## src/rtl/pdzq_pkg.sv

```systemverilog
/*
  Shared constants for the memory-side power-down and impedance calibration block:
  command encodings, calibration windows, default timing counts in memory clocks.
  Assumes the block sees the memory clock and command bus as asynchronous pins.
*/
package pdzq_pkg;
  // command codes as {cs_n, ras_n, cas_n, we_n}
  localparam logic [3:0] CMD_NOP     = 4'h7;
  localparam logic [3:0] CMD_REFRESH = 4'h1;
  localparam logic [3:0] CMD_ZQ      = 4'h6;
  localparam logic [3:0] CMD_WRITE   = 4'h4;
  localparam logic [3:0] CMD_DESEL_MASK = 4'h8;
  // calibration windows in memory clocks
  localparam int ZQINIT_NCK  = 512;
  localparam int ZQOPER_NCK  = 256;
  localparam int ZQCS_NCK    = 64;
  // default timing counts in memory clocks
  localparam int CKE_MIN_NCK = 3;
  localparam int XP_NCK      = 3;
  localparam int XPDLL_NCK   = 10;
  localparam int RFC_NCK     = 110;
  localparam int XS_NCK      = 120;
  // write recovery, fixed here in place of the mode register zero field
  localparam int WR_NCK      = 8;
  localparam int CNT_W       = 10;
  localparam logic [9:0] CNT_ZERO = 10'h000;
  typedef enum logic [1:0] {ZQ_IDLE, ZQ_ENGINE, ZQ_TRANSFER} zq_state_type;
endpackage

```

## src/rtl/pdzq_ctrl.sv

```systemverilog
/*
  Memory-side tracker for power-down entry and exit, refresh spacing and impedance
  calibration. Samples the memory clock, clock enable, command and address pins
  in the fast system clock; reports power-down state, calibration progress,
  updated impedance codes and controller timing violations.
  Assumes the memory clock runs well below the system clock (125 ns in the bench).
*/
`timescale 1ns/1ps
module pdzq_ctrl
  import pdzq_pkg::*;
#(
  parameter int CODE_W = 6
) (
  // system
  input  wire logic              CLK,
  input  wire logic              RST_B,
  // memory pins
  input  wire logic              MEM_CK,
  input  wire logic              MEM_CKE,
  input  wire logic [3:0]        MEM_CMD,
  input  wire logic              MEM_A10,
  input  wire logic              MEM_ODT,
  // calibration comparator and strap
  input  wire logic              ZQ_CMP_HIGH,
  input  wire logic              SELF_REFRESH_EXIT,
  // status
  output logic                   POWER_DOWN,
  output logic                   CAL_BUSY,
  output logic                   CAL_CURRENT_EN,
  output logic                   DQ_DRIVE_OFF,
  output logic [CODE_W-1:0]      IMPEDANCE_CODE,
  output logic                   TIMING_ERROR
);
  if (CODE_W < 2 || CODE_W > 8) begin : g_code_w_check
    $error("CODE_W out of range");
  end

  // two-flop synchronisers for all pins
  logic [8:0] s1_reg, s2_reg;
  logic       ck_old_reg;
  always_ff @(posedge CLK) begin
    if (!RST_B) begin
      s1_reg     <= 9'h000;
      s2_reg     <= 9'h000;
      ck_old_reg <= 1'b0;
    end else begin
      s1_reg     <= {SELF_REFRESH_EXIT, ZQ_CMP_HIGH, MEM_ODT, MEM_A10, MEM_CMD, MEM_CK};
      s2_reg     <= s1_reg;
      ck_old_reg <= s2_reg[0];
    end
  end
  logic       ck_rise;
  logic       cke_s, a10_s, odt_s, cmp_s, srx_s;
  logic [3:0] cmd_s;
  assign ck_rise = s2_reg[0] & ~ck_old_reg;
  assign cmd_s   = s2_reg[4:1];
  assign a10_s   = s2_reg[5];
  assign odt_s   = s2_reg[6];
  assign cmp_s   = s2_reg[7];
  assign srx_s   = s2_reg[8];
  // clock enable sampled separately so its level is stable at each edge
  logic cke1_reg, cke2_reg;
  always_ff @(posedge CLK) begin
    if (!RST_B) begin
      cke1_reg <= 1'b0;
      cke2_reg <= 1'b0;
    end else begin
      cke1_reg <= MEM_CKE;
      cke2_reg <= cke1_reg;
    end
  end
  assign cke_s = cke2_reg;

  logic idle_cmd;
  assign idle_cmd = ((cmd_s & CMD_DESEL_MASK) != 4'h0) | (cmd_s == CMD_NOP);

  // power-down and timing tracking, all counts in memory clocks
  logic             pd_reg, pd_next, cke_prev_reg, cke_prev_next;
  logic [CNT_W-1:0] res_reg, res_next, xp_reg, xp_next, xpdll_reg, xpdll_next;
  logic [CNT_W-1:0] rfc_reg, rfc_next, xs_reg, xs_next;
  logic [CNT_W-1:0] wr_reg, wr_next;
  logic             low_in_rfc_reg, low_in_rfc_next, err_reg, err_next;
  logic             cal_active;
  logic             zq_cmd, ref_cmd;
  assign zq_cmd  = ck_rise & cke_s & (cmd_s == CMD_ZQ);
  assign ref_cmd = ck_rise & cke_s & (cmd_s == CMD_REFRESH);

  function automatic logic [CNT_W-1:0] dec(input logic [CNT_W-1:0] v);
    return (v == CNT_ZERO) ? CNT_ZERO : v - 10'h001;
  endfunction

  always_comb begin
    pd_next         = pd_reg;
    cke_prev_next   = cke_prev_reg;
    res_next        = res_reg;
    xp_next         = xp_reg;
    xpdll_next      = xpdll_reg;
    rfc_next        = rfc_reg;
    xs_next         = xs_reg;
    wr_next         = wr_reg;
    low_in_rfc_next = low_in_rfc_reg;
    err_next        = 1'b0;
    if (ck_rise) begin
      cke_prev_next = cke_s;
      res_next      = dec(res_reg);
      xp_next       = dec(xp_reg);
      xpdll_next    = dec(xpdll_reg);
      rfc_next      = dec(rfc_reg);
      xs_next       = dec(xs_reg);
      wr_next       = dec(wr_reg);
      // entry on low edge with idle
      if (!pd_reg && cke_prev_reg && !cke_s && idle_cmd) begin
        pd_next = 1'b1;
        // residency equals minimum enable pulse
        // loads are one short: the count reads zero on the edge ending the span
        res_next = CNT_W'(CKE_MIN_NCK - 1);
        // no re-entry inside DLL exit latency
        if (xpdll_reg != CNT_ZERO) err_next = 1'b1;
        if (wr_reg != CNT_ZERO) err_next = 1'b1;
        if (rfc_reg != CNT_ZERO) begin
          if (low_in_rfc_reg) err_next = 1'b1;
          low_in_rfc_next = 1'b1;
        end
        // enable must stay high while calibrating
        if (cal_active) err_next = 1'b1;
      end
      // exit on high edge, flagged unless idle and residency met
      if (pd_reg && cke_s) begin
        pd_next    = 1'b0;
        xp_next    = CNT_W'(XP_NCK - 1);
        xpdll_next = CNT_W'(XPDLL_NCK - 1);
        if (res_reg != CNT_ZERO) err_next = 1'b1;
        if (!idle_cmd) err_next = 1'b1;
      end
      if (!pd_reg && cke_s && !idle_cmd) begin
        if (xp_reg != CNT_ZERO) err_next = 1'b1;
        // only idle until refresh cycle ends
        if (low_in_rfc_reg && rfc_reg != CNT_ZERO) err_next = 1'b1;
        if (cal_active) err_next = 1'b1;
      end
      if (ref_cmd) begin
        rfc_next        = CNT_W'(RFC_NCK - 1);
        low_in_rfc_next = 1'b0;
      end
      if (cke_s && a10_s && cmd_s == CMD_WRITE) wr_next = CNT_W'(WR_NCK - 1);
      // calibration not before self-refresh exit delay
      if (zq_cmd && xs_reg != CNT_ZERO) err_next = 1'b1;
      if (cal_active && odt_s) err_next = 1'b1;
    end
    // self-refresh exit starts only its own delay, no lock wait
    if (srx_s && !pd_reg) xs_next = CNT_W'(XS_NCK - 1);
  end

  always_ff @(posedge CLK) begin
    if (!RST_B) begin
      pd_reg         <= 1'b0;
      cke_prev_reg   <= 1'b0;
      res_reg        <= CNT_ZERO;
      xp_reg         <= CNT_ZERO;
      xpdll_reg      <= CNT_ZERO;
      rfc_reg        <= CNT_ZERO;
      xs_reg         <= CNT_ZERO;
      wr_reg         <= CNT_ZERO;
      low_in_rfc_reg <= 1'b0;
      err_reg        <= 1'b0;
    end else begin
      pd_reg         <= pd_next;
      cke_prev_reg   <= cke_prev_next;
      res_reg        <= res_next;
      xp_reg         <= xp_next;
      xpdll_reg      <= xpdll_next;
      rfc_reg        <= rfc_next;
      xs_reg         <= xs_next;
      wr_reg         <= wr_next;
      low_in_rfc_reg <= low_in_rfc_next;
      err_reg        <= err_next;
    end
  end

  // calibration engine: successive steps on the comparator, then transfer
  zq_state_type     zq_reg, zq_next;
  logic [CNT_W-1:0] win_reg, win_next;
  logic             first_long_reg, first_long_next;
  logic [CODE_W-1:0] work_reg, work_next, code_reg, code_next;
  assign cal_active = (zq_reg != ZQ_IDLE);

  always_comb begin
    zq_next         = zq_reg;
    win_next        = win_reg;
    first_long_next = first_long_reg;
    work_next       = work_reg;
    code_next       = code_reg;
    case (zq_reg)
      ZQ_IDLE: begin
        // only an explicit command starts calibration
        // a command inside the exit delay is refused
        if (zq_cmd && xs_reg == CNT_ZERO) begin
          zq_next = ZQ_ENGINE;
          if (a10_s) begin
            // first long gets the init window
            win_next        = first_long_reg ? CNT_W'(ZQINIT_NCK) : CNT_W'(ZQOPER_NCK);
            first_long_next = 1'b0;
          end else begin
            win_next = CNT_W'(ZQCS_NCK);
          end
          work_next = code_reg;
        end
      end
      ZQ_ENGINE: begin
        // engine steps one code per memory clock
        if (ck_rise) begin
          win_next = dec(win_reg);
          if (cmp_s && work_reg != {CODE_W{1'b1}}) work_next = work_reg + 1'b1;
          if (!cmp_s && work_reg != {CODE_W{1'b0}}) work_next = work_reg - 1'b1;
          if (win_reg == 10'h002) zq_next = ZQ_TRANSFER;
        end
      end
      ZQ_TRANSFER: begin
        // transfer result into drivers and termination
        if (ck_rise) begin
          code_next = work_reg;
          win_next  = CNT_ZERO;
          zq_next   = ZQ_IDLE;
        end
      end
      default: zq_next = ZQ_IDLE;
    endcase
  end

  always_ff @(posedge CLK) begin
    if (!RST_B) begin
      zq_reg         <= ZQ_IDLE;
      win_reg        <= CNT_ZERO;
      first_long_reg <= 1'b1;
      work_reg       <= {1'b1, {(CODE_W-1){1'b0}}};
      code_reg       <= {1'b1, {(CODE_W-1){1'b0}}};
    end else begin
      zq_reg         <= zq_next;
      win_reg        <= win_next;
      first_long_reg <= first_long_next;
      work_reg       <= work_next;
      code_reg       <= code_next;
    end
  end

  assign POWER_DOWN     = pd_reg;
  assign CAL_BUSY       = cal_active;
  // reference current only while the engine runs
  assign CAL_CURRENT_EN = (zq_reg == ZQ_ENGINE);
  assign DQ_DRIVE_OFF   = cal_active;
  assign IMPEDANCE_CODE = code_reg;
  assign TIMING_ERROR   = err_reg;
endmodule

```

## config.mk

```make
export PLATFORM = sky130hd
export DESIGN_NAME = pdzq_ctrl
export DESIGN_NICKNAME = d
export VERILOG_FILES = /design/src/rtl/pdzq_pkg.sv /design/src/rtl/pdzq_ctrl.sv
export SDC_FILE = /design/constraint.sdc
export NUM_CORES = 1
export LEC_CHECK = 0
export BUFFER_PORTS_ARGS = -buffer_cell sky130_fd_sc_hd__buf_2
export CAP_MARGIN = 20
export CORE_MARGIN = 5
export CORE_UTILIZATION = 50
export CTS_BUF_LIST = sky130_fd_sc_hd__clkbuf_8
export DETAILED_ROUTE_END_ITERATION = 16
export GPL_ROUTABILITY_DRIVEN = 1
export PLACE_DENSITY_LB_ADDON = 0.05
export SYNTH_ARGS = -nofsm -noshare
export SYNTH_HDL_FRONTEND = slang
export SYNTH_SLANG_ARGS = --single-unit
```

## constraint.sdc

```tcl
create_clock -name CLK -period 3.8 [get_ports CLK]
set_input_delay 0 -clock CLK [delete_from_list [all_inputs] [get_ports CLK]]
set_output_delay 0 -clock CLK [all_outputs]
set_load 0.01 [all_outputs]
```

==> reports/metrics.yaml <==
run_status: "completed"
grt_antenna_before_repair: 0
num_vias: 4384
drive_above_1_share_pct: 9.385
portBuffers: 22
grt_setup_unrepaired: "false"
yosysWarnings: 0
start_kind: "register"
cts_resized: 0
critPathCapture: "work_reg[5]"
initial_core_util_pct: 51.52
rows: 37
routed_wl_um: 11030
ff2ff_setup_slack_ns: 1.0
ys_types: 67
fin_nets: 678
reg2reg_to: "work_reg[5]"
worstHoldStart: "RST_B"
die_w_um: 113.4
fin_util_pct: 56.21
cts_made_buffers: 9
required_ns: 4.04
cts_tree: "yes"
grt_max_degree: 51
skew_ns: 0.01045
arrival_ns: 3.04
die_h_um: 113.4
crit_path_top_delay_cell: "a2111oi_0"
insertion_delay_ns: 0.37
ys_async_sr_fraction_pct: 0
global_route.usage.total_pct: 17.62
hold_viol: 0
routedWlPerCell_um: 14.03
r2r_start: "work_reg[5]"
hpwl_um: 7673
worst_pin_slew_ns: 0.9946
r2r_cells: 9
drc: 0
synth_area_per_cell_um2: 8.535
critPathMaxFanout: 5
syn-num-nets: 659
setup_tns_ns: 0
endpoint_kind: "register"
clk_pin_slew_worst_paths_ns: 0.11
worstPathCellList: "nor4_1 -> a21o_1 -> inv_1 -> ha_1 -> and3_1 -> a2111oi_0 -> xnor2_1 -> mux2i_1 -> o211ai_1"
viasPerCell: 5.578
cts_max_path_buffers: 2
htreeDepth: 3
cp_top_family: "compound AO/OA/AOI/OAI gates"
cp_num_cells: 9
syn_inst: 626
ys_seq_elements: 110
antenna_left: 0
synth_edf_count: 0
slew_headroom_pct: 33.08
fp.coreArea_um2: 10370
maxClockFrequency_mhz: 357.0
dr.pass1.iters: 4
grt_overflow: 0
dieArea_um2: 12850
critPathBufInv: 1
syn_area_um2: 5343
hp-class: "in2reg"
peakVddDrop_uv: 271.2
diodes: 0
cts_num_sinks: 110
cts_hold_buf: 10
drt_iter0_drc: 192
slowest_delay_ns: 0.54
power.density_nw_per_um2: 475.2
area_growth_pct: 9.110
crit_start: "work_reg[5]"
period_share_pct: 73.71
routabilityCongestion: 0.8894
finalSetupViolations: 0
p_leak_nw: 2.265
first_global_vias: 4094
io_pins: 23
grt_pass1_wl_um: 18950
root_buffer: "clkbuf_8"
slew_viol_final: 0
synthFlopType: "dfxtp_1"
ys_seq_area_share_pct: 41.22
min_period_ns: 2.801
crit_type: "reg2reg"
maxCapViolations: 0
postCtsSetupBuffers: 0
==> cell type report <==
| cell class | instances | area [um^2] |
|---|---|---|
| multi-input cells | 466 | 2939 |
| fillers | 962 | 4541 |
| repair buffers | 36 | 240.2 |
| clock inverters | 5 | 43.79 |
| well taps | 136 | 170.2 |
| flip-flops and latches | 110 | 2202 |
| clock buffers | 11 | 151.4 |
| inverters | 22 | 82.58 |
==> kinds of logic after synthesis <==
logic type                 after synthesis  share of synthesized area (%)
and+or+nand+nor                        272                          27.05
AOI/OAI and AO/OA                      129                          15.48
DFF                                    110                          41.22
buffers and inverters                   50                          3.817
xor gates and xnor gates                37                          6.066
adders and majority gates               21                          5.059
muxes                                    7                          1.312
==> layer usage <==
| metal | track usage [%] | share of wire (%) | vias up |
|---|---|---|---|
| li1 | - | - | 2250 |
| met1 | 23.30 | 48 | 2051 |
| met2 | 29.30 | 47 | 71 |
| met3 | 3.979 | 3.8 | 12 |
| met4 | 4.407 | 1.1 | 0 |
| met5 | 0 | 0 | - |
==> Yosys cell counts, types with 4 or more instances <==
library cell	number	area (um^2)
nor2b_1	6	37.54
nor2_1	79	296.5
nand4_1	10	62.56
and2_1	24	150.1
o21ai_0	23	115.1
a21o_1	5	37.54
or4_1	5	37.54
and3_1	4	25.02
nand2b_1	7	43.79
nand3b_1	4	30.03
clkbuf_1	18	67.56
or3_1	4	25.02
a31oi_1	6	37.54
nand3_1	18	90.09
nor4_1	13	81.33
mux2i_1	7	70.07
a211oi_1	7	52.55
nand2_1	49	183.9
dfxtp_1	110	2202
xor2_1	16	140.1
buf_2	4	20.02
a21oi_1	49	245.2
ha_1	20	250.2
inv_1	21	78.83
o211ai_1	4	30.03
xnor2_1	21	183.9
nor3_1	20	100.1
==> worst min path at each step <==
stage | slack [ns] | depth (start not counted) | end
final | 0.15 | 3 | first_long_reg
after floorplan | 0.13 | 1 | cke1_reg
after CTS | 0.13 | 3 | first_long_reg
after global routing | 0.17 | 3 | first_long_reg
after detailed placement | 0.21 | 2 | s1_reg[1]
after global placement | 0.21 | 2 | s1_reg[8]
==> where the power goes <==
group | leakage, nW | internal [mW] | switching (mW)
Clock | 0.0997 | 0.280 | 0.396
Combinational | 1.27 | 0.324 | 0.462
Sequential | 0.896 | 1.23 | 0.0774
==> placed cells by master (no fill, tap or decap), drive strengths merged, types with 11 or more instances in the layout <==
cell type and instances:
a21oi 49, nand3 18, and2 24, nor3 23
o21ai 24, nor2 79, nand2 49, inv 22
clkbuf 11, nor4 14, xor2 16, ha 20
dfxtp 110, xnor2 21, buf 26
==> worst min-delay path, delay by kind of cell <==
family / cells / cell delay, ns
buffers and inverters: 2 / 0.36
and+or+nand+nor: 1 / 0.10
==> stage by stage <==
step	setup WS, ns	power, mW	cells	cell area [um^2]	hold WS (ns)
4_1_cts	0.9903	2.796	786	5829	0.1271
5_1_grt	0.7513	2.963	786	5829	0.1677
6_report	0.9992	2.770	786	5829	0.1481
2_1_floorplan	1.378	1.951	626	5343	0.1273
3_5_place_dp	1.011	2.109	760	5534	0.2108
3_3_place_gp	1.250	2.092	760	5534	0.2059
Power figures use the tool's default switching activity.
